<file path="config.mk">
export PLATFORM = sky130hd
export DESIGN_NAME = ufl_top
export DESIGN_NICKNAME = d
export VERILOG_FILES = /design/src/hw/ufl_pkg.sv /design/src/hw/ufl_top.sv
export SDC_FILE = /design/constraint.sdc
export NUM_CORES = 1
export LEC_CHECK = 0
export ABC_AREA = 1
export BUFFER_PORTS_ARGS = -buffer_cell sky130_fd_sc_hd__buf_2
export CORE_MARGIN = 4
export CORE_UTILIZATION = 35
export CTS_CLUSTER_SIZE = 25
export DETAILED_ROUTE_END_ITERATION = 16
export GPL_TIMING_DRIVEN = 0
export SETUP_SLACK_MARGIN = 0.02
export SYNTH_ARGS = -nofsm -noshare
export SYNTH_HDL_FRONTEND = slang
export SYNTH_SLANG_ARGS = --single-unit
export TNS_END_PERCENT = 100
</file>
<file path="constraint.sdc">
create_clock -name clk_sys -period 17.7 [get_ports clk_sys]
set_input_delay 3.54 -clock clk_sys [delete_from_list [all_inputs] [get_ports clk_sys]]
set_output_delay 3.54 -clock clk_sys [all_outputs]
set_load 0.02 [all_outputs]
</file>
<file path="src/hw/ufl_pkg.sv">
// Register map, field positions, reset values and types of the line format block.
// Assumes one 100 MHz clock and a byte-wide register port.
package ufl_pkg;
	// Register offsets
	localparam logic [2:0] ADDR_DATA = 3'h0; // Data, or divisor low with latch access
	localparam logic [2:0] ADDR_DIVH = 3'h1;
	localparam logic [2:0] ADDR_ISR  = 3'h2; // Read: status, write: fifo control
	localparam logic [2:0] ADDR_LCR  = 3'h3;
	localparam logic [2:0] ADDR_DIVF = 3'h4;
	localparam logic [2:0] ADDR_STAT = 3'h5;
	// Fifo control fields
	localparam int FCR_EN    = 0;
	localparam int FCR_RXRST = 1;
	localparam int FCR_TXRST = 2;
	localparam int FCR_DMA   = 3;
	localparam int FCR_TTRIG = 4;
	localparam int FCR_RTRIG = 6;
	// Reset values
	localparam logic [7:0] LCR_RST  = 8'h00;
	localparam logic [7:0] DIVL_RST = 8'h01;
	localparam logic [7:0] DIVH_RST = 8'h00;
	localparam logic [7:0] DIVF_RST = 8'h00;
	// Status codes in the low nibble
	localparam logic [3:0] ISR_NONE = 4'h1;
	localparam logic [3:0] ISR_RX   = 4'h4;
	localparam logic [3:0] ISR_TX   = 4'h2;
	// Fifo shape
	localparam int FIFO_W = 8;
	localparam int FIFO_D = 16;
	// Oversampling ticks per bit and per stop length
	localparam logic [5:0] OVS    = 6'h10;
	localparam logic [5:0] HALF   = 6'h08;
	localparam logic [5:0] STOP15 = 6'h18;
	localparam logic [5:0] STOP2  = 6'h20;

	typedef struct packed {
		logic       dlab;
		logic       brk;
		logic       force_par;
		logic       even;
		logic       pen;
		logic       stop2;
		logic [1:0] wl;
	} ufl_lcr_type;

	typedef struct packed {
		logic       wr;
		logic       rd;
		logic [2:0] addr;
		logic [7:0] wdata;
	} ufl_bus_type;

	typedef enum logic [2:0] {SER_IDLE, SER_START, SER_DATA, SER_PAR, SER_STOP} ufl_ser_type;

	// Shared trigger table
	function automatic logic [4:0] ufl_trig(input logic [1:0] sel);
		case (sel)
			2'h0: return 5'h01;
			2'h1: return 5'h04;
			2'h2: return 5'h08;
			default: return 5'h0E;
		endcase
	endfunction : ufl_trig
endpackage : ufl_pkg

</file>
<file path="src/hw/ufl_top.sv">
// Line format and fifo control of one UART channel, with its serial engine.
// Assumes the host port is synchronous to clk_sys; rx_pin is asynchronous.
`timescale 1ns/1ps

// Synchronous fifo; flush clears pointers and count only
module ufl_fifo #(
	parameter int W     = 8,
	parameter int DEPTH = 16
) (
	input  wire logic                       clk_sys,
	input  wire logic                       sys_rst,
	input  wire logic                       flush,
	input  wire logic                       in_valid,
	output logic                            in_ready,
	input  wire logic [W-1:0]               in_data,
	output logic                            out_valid,
	input  wire logic                       out_ready,
	output logic [W-1:0]                    out_data,
	output logic [$clog2(DEPTH):0]          count
);
	localparam int AW = $clog2(DEPTH);
	localparam int CW = AW + 1;

	typedef struct packed {
		logic [DEPTH-1:0][W-1:0] mem;
		logic [AW-1:0]           wp;
		logic [AW-1:0]           rp;
		logic [AW:0]             cnt;
	} ufl_fifo_st_type;

	ufl_fifo_st_type q_r;
	ufl_fifo_st_type q_nxt;
	logic            do_in;
	logic            do_out;

	assign in_ready  = q_r.cnt != CW'(DEPTH);
	assign out_valid = q_r.cnt != '0;
	assign out_data  = q_r.mem[q_r.rp];
	assign count     = q_r.cnt;
	assign do_in     = in_valid && in_ready;
	assign do_out    = out_valid && out_ready;

	// Pointer update; flush wins over a same-cycle push or pop
	always_comb begin
		q_nxt = q_r;
		if (do_in) begin
			q_nxt.mem[q_r.wp] = in_data;
			q_nxt.wp = q_r.wp + AW'(1);
		end
		if (do_out) begin
			q_nxt.rp = q_r.rp + AW'(1);
		end
		q_nxt.cnt = q_r.cnt + CW'(do_in) - CW'(do_out);
		if (flush) begin
			q_nxt.wp  = '0;
			q_nxt.rp  = '0;
			q_nxt.cnt = '0;
		end
	end

	always_ff @(posedge clk_sys or posedge sys_rst) begin
		if (sys_rst) begin
			q_r <= '0;
		end else begin
			q_r <= q_nxt;
		end
	end
endmodule : ufl_fifo

// Overview of operation
// - Status bit 0 reads low while anything is pending, high when idle.
// - Receive pending once the receive count reaches the 1/4/8/14 trigger.
// - Transmit pending when count drops below trigger, or when fifo empties.
// - One trigger selection, latest written, serves both directions.
// - Dma mode bit is stored and does nothing else.
// - Transmit reset bit clears transmit fifo only; shifter untouched; self-clears.
// - Receive reset bit clears receive fifo only; shifter untouched; self-clears.
// - Fifo control writes with enable low ignore every other field.
// - Latch access bit steers offsets to the divisor latches.
// - Break bit holds the serial output low until cleared.
// - Parity enable adds a parity bit on transmit and checks it on receive.
// - Parity type zero means odd, one means even.
// - Forced parity sends and expects the inverse of the parity type bit.
// - Stop select gives 1, or 1.5 for 5-bit, else 2 stop bits.
// - Word length field selects 5, 6, 7 or 8 data bits.
// - Status bits 7:6 read as ones with fifos enabled, zeros otherwise.
module ufl_top (
	input  wire logic                clk_sys,
	input  wire logic                sys_rst,
	input  wire ufl_pkg::ufl_bus_type bus,
	output logic [7:0]               rd_data,
	input  wire logic                rx_pin,
	output logic                     tx_pin
);
	import ufl_pkg::*;

	typedef struct packed {
		ufl_lcr_type line_format_control;
		logic        fen;
		logic        dma;
		logic [1:0]  tsel;
		logic [7:0]  dll;
		logic [7:0]  divisor_high_latch;
		logic [7:0]  divisor_fraction_latch;
		logic        tx_pend;
		logic        tx_armed;
		logic        tx_was_empty;
		logic        ovr;
		logic        perr;
		logic        ferr;
		logic [7:0]  rdata;
		logic        rx_s1;
		logic        rx_s2;
		logic [15:0] bcnt;
		ufl_ser_type tst;
		logic [5:0]  tcnt;
		logic [2:0]  tbit;
		logic [7:0]  tsh;
		logic        tpar;
		logic        txo;
		ufl_ser_type rst;
		logic [5:0]  rcnt;
		logic [2:0]  rbit;
		logic [7:0]  rsh;
		logic        rpe;
	} ufl_top_st_type;

	ufl_top_st_type q_r;
	ufl_top_st_type q_nxt;
	logic [4:0]     lvl;
	logic [4:0]     tx_cnt;
	logic [4:0]     rx_cnt;
	logic           rx_hit;
	logic           tick;
	logic [15:0]    divisor;
	logic [2:0]     nb_last;
	logic [7:0]     wmask;
	logic [5:0]     stop_len;
	logic [7:0]     interrupt_status_reg;
	logic [7:0]     rx_word;
	logic           tx_wr;
	logic           tx_pop;
	logic           tx_flush;
	logic           tx_in_ready;
	logic           tx_out_valid;
	logic [7:0]     tx_out_data;
	logic           rx_push;
	logic           rx_acc;
	logic           rx_pop;
	logic           rx_flush;
	logic           rx_in_ready;
	logic           rx_out_valid;
	logic [7:0]     rx_out_data;
	logic           clr_tx;
	logic           clr_err;
	logic           evt_below;
	logic           evt_empty;

	// Parity bit for a masked character under the current format
	function automatic logic par_bit(input logic [7:0] d, input ufl_lcr_type l);
		if (l.force_par) begin
			return ~l.even;
		end
		return l.even ? ^d : ~^d;
	endfunction : par_bit

	// Without fifos both queues behave as single holding registers
	assign lvl      = q_r.fen ? ufl_trig(q_r.tsel) : 5'h01;
	assign rx_hit   = rx_cnt >= lvl;
	assign divisor  = {q_r.divisor_high_latch, q_r.dll};
	assign tick     = q_r.bcnt == 16'h0000;
	assign nb_last  = 3'({1'b0, q_r.line_format_control.wl} + 3'h4);
	assign wmask    = 8'(8'hFF >> (2'h3 - q_r.line_format_control.wl));
	assign rx_word  = 8'(q_r.rsh >> (3'h7 - nb_last));
	assign rx_acc   = rx_in_ready && (q_r.fen || rx_cnt == 5'h00);
	assign stop_len = !q_r.line_format_control.stop2 ? OVS : (q_r.line_format_control.wl == 2'h0 ? STOP15 : STOP2);
	assign interrupt_status_reg      = {q_r.fen, q_r.fen, 2'h0,
		rx_hit ? ISR_RX : (q_r.tx_pend ? ISR_TX : ISR_NONE)};
	assign rd_data  = q_r.rdata;
	assign tx_pin   = q_r.txo;

	ufl_fifo #(.W(FIFO_W), .DEPTH(FIFO_D)) u_txq (
		.clk_sys   (clk_sys),
		.sys_rst   (sys_rst),
		.flush     (tx_flush),
		.in_valid  (tx_wr && (q_r.fen || tx_cnt == 5'h00)),
		.in_ready  (tx_in_ready),
		.in_data   (bus.wdata),
		.out_valid (tx_out_valid),
		.out_ready (tx_pop),
		.out_data  (tx_out_data),
		.count     (tx_cnt)
	);

	ufl_fifo #(.W(FIFO_W), .DEPTH(FIFO_D)) u_rxq (
		.clk_sys   (clk_sys),
		.sys_rst   (sys_rst),
		.flush     (rx_flush),
		.in_valid  (rx_push && rx_acc),
		.in_ready  (rx_in_ready),
		.in_data   (rx_word),
		.out_valid (rx_out_valid),
		.out_ready (rx_pop),
		.out_data  (rx_out_data),
		.count     (rx_cnt)
	);

	// Register access, serial engines and pending flags
	always_comb begin
		q_nxt    = q_r;
		tx_wr    = 1'b0;
		tx_pop   = 1'b0;
		tx_flush = 1'b0;
		rx_push  = 1'b0;
		rx_pop   = 1'b0;
		rx_flush = 1'b0;
		clr_tx   = 1'b0;
		clr_err  = 1'b0;
		q_nxt.rdata = 8'h00;
		// Host writes
		if (bus.wr) begin
			case (bus.addr)
				ADDR_DATA: begin
					if (q_r.line_format_control.dlab) begin
						q_nxt.dll = bus.wdata;
					end else begin
						tx_wr  = 1'b1;
						clr_tx = 1'b1;
					end
				end
				ADDR_DIVH: begin
					if (q_r.line_format_control.dlab) begin
						q_nxt.divisor_high_latch = bus.wdata;
					end
				end
				ADDR_ISR: begin
					q_nxt.fen = bus.wdata[FCR_EN];
					if (bus.wdata[FCR_EN]) begin
						q_nxt.dma = bus.wdata[FCR_DMA];
						// A changed receive field is the newer choice
						q_nxt.tsel = (bus.wdata[FCR_RTRIG+:2] != q_r.tsel) ?
							bus.wdata[FCR_RTRIG+:2] : bus.wdata[FCR_TTRIG+:2];
						tx_flush = bus.wdata[FCR_TXRST];
						rx_flush = bus.wdata[FCR_RXRST];
					end
					if (bus.wdata[FCR_EN] != q_r.fen) begin
						tx_flush = 1'b1;
						rx_flush = 1'b1;
					end
				end
				ADDR_LCR: begin
					q_nxt.line_format_control = ufl_lcr_type'(bus.wdata);
				end
				ADDR_DIVF: begin
					if (q_r.line_format_control.dlab) begin
						q_nxt.divisor_fraction_latch = bus.wdata;
					end
				end
				default: begin
				end
			endcase
		end
		// Host reads; data stands for one cycle only
		if (bus.rd) begin
			case (bus.addr)
				ADDR_DATA: begin
					if (q_r.line_format_control.dlab) begin
						q_nxt.rdata = q_r.dll;
					end else begin
						q_nxt.rdata = rx_out_valid ? rx_out_data : 8'h00;
						rx_pop = rx_out_valid;
					end
				end
				ADDR_DIVH: q_nxt.rdata = q_r.line_format_control.dlab ? q_r.divisor_high_latch : 8'h00;
				ADDR_ISR: begin
					q_nxt.rdata = interrupt_status_reg;
					clr_tx = 1'b1;
				end
				ADDR_LCR: q_nxt.rdata = q_r.line_format_control;
				ADDR_DIVF: q_nxt.rdata = q_r.line_format_control.dlab ? q_r.divisor_fraction_latch : 8'h00;
				ADDR_STAT: begin
					q_nxt.rdata = {1'b0, !tx_in_ready, !tx_out_valid, 1'b0,
						q_r.ferr, q_r.perr, q_r.ovr, rx_out_valid};
					clr_err = 1'b1;
				end
				default: q_nxt.rdata = 8'h00;
			endcase
		end
		if (clr_err) begin
			q_nxt.ovr  = 1'b0;
			q_nxt.perr = 1'b0;
			q_nxt.ferr = 1'b0;
		end
		// Baud tick; fraction latch is stored but not used by the divider
		q_nxt.bcnt = tick ? ((divisor == 16'h0000) ? 16'h0000 : divisor - 16'h0001)
			: q_r.bcnt - 16'h0001;
		// Two-stage synchroniser for the line input
		q_nxt.rx_s1 = rx_pin;
		q_nxt.rx_s2 = q_r.rx_s1;
		// Transmit engine
		if (tick) begin
			q_nxt.tcnt = q_r.tcnt + 6'h01;
			case (q_r.tst)
				SER_IDLE: begin
					if (tx_out_valid) begin
						tx_pop      = 1'b1;
						q_nxt.tsh   = tx_out_data & wmask;
						q_nxt.tpar  = par_bit(tx_out_data & wmask, q_r.line_format_control);
						q_nxt.tst   = SER_START;
						q_nxt.tcnt  = 6'h00;
					end
				end
				SER_START: begin
					if (q_r.tcnt == OVS - 6'h01) begin
						q_nxt.tst  = SER_DATA;
						q_nxt.tcnt = 6'h00;
						q_nxt.tbit = 3'h0;
					end
				end
				SER_DATA: begin
					if (q_r.tcnt == OVS - 6'h01) begin
						q_nxt.tcnt = 6'h00;
						q_nxt.tsh  = q_r.tsh >> 1;
						q_nxt.tbit = q_r.tbit + 3'h1;
						if (q_r.tbit == nb_last) begin
							q_nxt.tst = q_r.line_format_control.pen ? SER_PAR : SER_STOP;
						end
					end
				end
				SER_PAR: begin
					if (q_r.tcnt == OVS - 6'h01) begin
						q_nxt.tst  = SER_STOP;
						q_nxt.tcnt = 6'h00;
					end
				end
				SER_STOP: begin
					if (q_r.tcnt == stop_len - 6'h01) begin
						q_nxt.tst = SER_IDLE;
					end
				end
				default: q_nxt.tst = SER_IDLE;
			endcase
		end
		// Line level follows the next state, so break acts at once
		case (q_nxt.tst)
			SER_START: q_nxt.txo = 1'b0;
			SER_DATA: q_nxt.txo = q_nxt.tsh[0];
			SER_PAR: q_nxt.txo = q_nxt.tpar;
			default: q_nxt.txo = 1'b1;
		endcase
		if (q_nxt.line_format_control.brk) begin
			q_nxt.txo = 1'b0;
		end
		// Receive engine samples mid-bit at 16x
		if (tick) begin
			q_nxt.rcnt = q_r.rcnt + 6'h01;
			case (q_r.rst)
				SER_IDLE: begin
					if (!q_r.rx_s2) begin
						q_nxt.rst  = SER_START;
						q_nxt.rcnt = 6'h00;
					end
				end
				SER_START: begin
					if (q_r.rcnt == HALF - 6'h01) begin
						// A short low pulse is a glitch, not a start bit
						q_nxt.rst  = q_r.rx_s2 ? SER_IDLE : SER_DATA;
						q_nxt.rcnt = 6'h00;
						q_nxt.rbit = 3'h0;
						q_nxt.rpe  = 1'b0;
					end
				end
				SER_DATA: begin
					if (q_r.rcnt == OVS - 6'h01) begin
						q_nxt.rcnt = 6'h00;
						q_nxt.rsh  = {q_r.rx_s2, q_r.rsh[7:1]};
						q_nxt.rbit = q_r.rbit + 3'h1;
						if (q_r.rbit == nb_last) begin
							q_nxt.rst = q_r.line_format_control.pen ? SER_PAR : SER_STOP;
						end
					end
				end
				SER_PAR: begin
					if (q_r.rcnt == OVS - 6'h01) begin
						q_nxt.rpe  = q_r.rx_s2 != par_bit(rx_word, q_r.line_format_control);
						q_nxt.rst  = SER_STOP;
						q_nxt.rcnt = 6'h00;
					end
				end
				SER_STOP: begin
					// Receiver checks the first stop bit only
					if (q_r.rcnt == OVS - 6'h01) begin
						rx_push   = 1'b1;
						q_nxt.rst = SER_IDLE;
						if (!q_r.rx_s2) begin
							q_nxt.ferr = 1'b1;
						end
						if (q_r.line_format_control.pen && q_r.rpe) begin
							q_nxt.perr = 1'b1;
						end
						if (!rx_acc) begin
							q_nxt.ovr = 1'b1;
						end
					end
				end
				default: q_nxt.rst = SER_IDLE;
			endcase
		end
		// Transmit pending: below trigger after a fill, or on emptying
		evt_below = q_r.tx_armed && tx_cnt < lvl;
		evt_empty = tx_cnt == 5'h00 && !q_r.tx_was_empty;
		q_nxt.tx_was_empty = tx_cnt == 5'h00;
		if (tx_cnt >= lvl) begin
			q_nxt.tx_armed = 1'b1;
		end else if (evt_below) begin
			q_nxt.tx_armed = 1'b0;
		end
		if (clr_tx) begin
			q_nxt.tx_pend = 1'b0;
		end
		if (evt_below || evt_empty) begin
			q_nxt.tx_pend = 1'b1;
		end
	end

	always_ff @(posedge clk_sys or posedge sys_rst) begin
		if (sys_rst) begin
			q_r              <= '0;
			q_r.line_format_control          <= ufl_lcr_type'(LCR_RST);
			q_r.dll          <= DIVL_RST;
			q_r.divisor_high_latch          <= DIVH_RST;
			q_r.divisor_fraction_latch          <= DIVF_RST;
			q_r.tx_was_empty <= 1'b1;
			q_r.rx_s1        <= 1'b1;
			q_r.rx_s2        <= 1'b1;
			q_r.txo          <= 1'b1;
		end else begin
			q_r <= q_nxt;
		end
	end
endmodule : ufl_top

</file>
==> flow_metrics.env <==
export IMPL_syn_to_final_growth_pct=14.26
export IMPL_setup_tns_ps=0
export IMPL_yosysSeqAreaShare_pct=49.70
export IMPL_maxSlewHeadroom_pct=36.76
export IMPL_p_comb_share_pct=31.2
export IMPL_internal_power_w=0.001962
export IMPL_reg_top3="u_rxq.q_r (136), u_txq.q_r (136), q_r (83)"
export IMPL_antenna_cells=0
export IMPL_worst_slew_pin_slew_ps=941.4
export IMPL_clkPwrFrac_pct=33.2
export IMPL_cp_start_kind="primary input"
export IMPL_routed_wirelength_um=61020
export IMPL_htree_levels=2
export IMPL_fp_dieW_um=245.6
export IMPL_layout_drive_gt1_share_pct=7.101
export IMPL_arrival_ps=6090
export IMPL_cp_max_fo=5
export IMPL_slowest_delay_ps=420
export IMPL_clock_path_buffers=3
export IMPL_post_cts_buffers=0
export IMPL_start_util_pct=35.57
export IMPL_cts_buffers=46
export IMPL_multi_input_area_um2=8568
export IMPL_ios=25
export IMPL_ctsRootBufferMaster="clkbuf_16"
export IMPL_drt_first_pass_iters=6
export IMPL_cts_reportedPaths_clkPinSlew_ps=60
export IMPL_finalClockSkew_ps=21.78
export IMPL_power_leakage_nw=10.05
export IMPL_status="completed"
export IMPL_period_share_pct=32.00
export IMPL_seq_power_share_pct=35.6
export IMPL_antenna_found_initial=0
export IMPL_place_gp_congestion=0.9540
export IMPL_syn_inst=2438
export IMPL_overflow=0
export IMPL_critPathTopFamily="simple AND/OR/NAND/NOR gates"
export IMPL_utilization_pct=40.65
export IMPL_path_buf_inv=4
export IMPL_layout_common_cells="625 x nand2_1, 387 x dfrtp_1, 319 x o21ai_0, 205 x nor2_1, 183 x inv_1"
export IMPL_post_cts_resized=0
export IMPL_die_area_um2=60300
export IMPL_synth_nets=2492
export IMPL_postCtsHoldBufs=0
export IMPL_fin_nets=2567
export IMPL_power_density_nw_per_um2=138.9
export IMPL_synth_edf_count=0
export IMPL_grt_max_degree=131
export IMPL_path_cells="buf_2, nor2_1, nand2_1, nor2_1, inv_1, nor3_1, ha_1, inv_1, ha_1, inv_1, fa_1, nor2_1, nor2_1, nor2_1, nor2_1, xor2_1, nor2_1"
export IMPL_clkSinkCount=392
export IMPL_numPortBuffers=24
export IMPL_ys_seq_elements=392
export IMPL_max_freq_mhz=176.6
export IMPL_critical_path_class="in2reg"
export IMPL_ys_types=61
export IMPL_cp_required_ps=18130
export IMPL_holdCritPathClass="reg2reg"
export IMPL_fillerInstances=5601
export IMPL_synth_area_per_cell_um2=8.101
export IMPL_dp_hpwl_um=43420
export IMPL_design_core_area_um2=55520
export IMPL_hold_viol=0
export IMPL_vdd_drop_max_mv=0.07128
export IMPL_grt_pass1_vias=17420
export IMPL_setup_violations=0
export IMPL_routed_via_density=5.327
export IMPL_fp_dieH_um=245.6
export IMPL_p_sw_w=0.001172
export IMPL_netlist_area_um2=19750
export IMPL_std_cell_rows=86
export IMPL_cp_end_kind="flip-flop"
export IMPL_cts_tree="yes"
export IMPL_ys_async_sr_fraction_pct=100.0
export IMPL_cpMostUsedCell="nor2_1"
export IMPL_drtIter0Drc=1576
export IMPL_slew_violations=0
export IMPL_wl_per_cell_um=18.51
export IMPL_maxCapViolCount=0
export IMPL_grt_setup_unrepaired="false"
export IMPL_seqCellArea_um2=9816
export IMPL_slowest_stage="nor3_1"
export IMPL_clkLatencyLatePin_ps=580
export IMPL_vias=17560
export IMPL_grt_pass1_wl_um=96840
export IMPL_final_common_cell="nand2_1"
export IMPL_groute_usage_overall_pct=20.15
export IMPL_ys_warn_count=0
export IMPL_drcViolationCount=0
export IMPL_postRouteAntennaNets=0
export IMPL_netSwitchingFraction_pct=37.40
export IMPL_synth_ff_type="dfrtp_1"
export IMPL_min_period_ps=5664
==> cell usage after synthesis, types with 5 or more instances <==
cell type	count	area, um2
nor2_1	205	769.5
a31oi_1	8	50.05
nand2_1	625	2346
buf_6	8	90.09
mux2_2	6	67.56
inv_1	184	690.7
a32o_1	6	60.06
nand3_1	118	590.6
o21ai_0	319	1597
xor2_1	24	210.2
a22oi_1	5	37.54
dfstp_2	5	131.4
buf_4	8	60.06
nand4_1	9	56.30
o22ai_1	22	137.6
o21ai_1	136	680.7
nand4_4	8	170.2
ha_1	36	450.4
a21oi_1	54	270.3
o221ai_1	17	148.9
dfrtp_1	387	9684
nor4_1	5	31.28
o211ai_1	13	97.59
inv_2	13	48.80
clkbuf_1	106	397.9
clkinv_1	10	37.54
nand4_2	8	100.1
nor3_1	23	115.1
xnor2_1	14	122.6
==> cell families (layout without fill, tap and decap cells) <==
kind of cell             after synthesis  after routing  synth area share [%]
multiplexers                           6              6                0.3421
flip-flops                           392            392                 49.70
adder cells (fa/ha/maj)               38             38                 2.483
AO/OA/AOI/OAI                        609            609                 16.85
XOR/XNOR                              38             38                 1.685
AND/OR/NAND/NOR                     1019           1019                 22.02
buffers and inverters                336            447                 6.924
==> power groups by stage <==
stage,Clock (W),Sequential [W],Combinational [W]
after floorplan,0,0.00110,0.000667
after global placement,0,0.00112,0.000938
after detailed placement,0,0.00113,0.000958
after CTS,0.00106,0.00111,0.000965
after global routing,0.00110,0.00113,0.00110
final,0.00104,0.00111,0.000978
==> worst paths after layout <==
check,from,to,slack [ps],cells past startpoint
worst max-delay path,bus[8],u_rxq.count[4],12040,17
worst min register to register,q_nxt[59],q_r[59],370,0
max in group asynchronous,sys_rst,u_txq.q_r[42],13620,3
min in group asynchronous,sys_rst,u_rxq.q_r[85],3040,2
worst max register to register,q_r[43],u_txq.count[4],13650,21
worst min-delay path,q_nxt[59],q_r[59],370,0
==> cell type report <==
| cell class | instances | share of cell area [%] |
|---|---|---|
| sequential | 392 | 43.49 |
| multi-input combinational | 1710 | 37.97 |
| clock buffer | 68 | 6.182 |
| tap | 748 | 4.147 |
| inverter | 208 | 3.504 |
| buffer | 128 | 2.589 |
| clock inverter | 16 | 1.220 |
| timing repair buffer | 27 | 0.8982 |
==> routing by layer <==
| layer | vias to the layer above | GRT usage, % | share of wire (%) |
|---|---|---|---|
| met5 | - | 0 | 0 |
| met4 | 0 | 7.692 | 3.7 |
| met3 | 138 | 4.340 | 7.2 |
| met2 | 639 | 31.31 | 44 |
| met1 | 8537 | 27.71 | 45 |
| li1 | 8249 | - | - |
==> stage by stage <==
step / area [um2] / instances / power, W / worst slack [ps] / hold slack, ps
2_1_floorplan: 19750 / 2438 / 0.001765 / 3271 / 345.2
3_3_place_gp: 20810 / 3210 / 0.002062 / -1032 / 348.0
3_5_place_dp: 20900 / 3213 / 0.002086 / 11490 / 349.8
4_1_cts: 22570 / 3297 / 0.003137 / 12090 / 359.0
5_1_grt: 22570 / 3297 / 0.003324 / 11770 / 365.1
6_report: 22570 / 3297 / 0.003134 / 12040 / 365.6
Power figures use the tool's default switching activity.
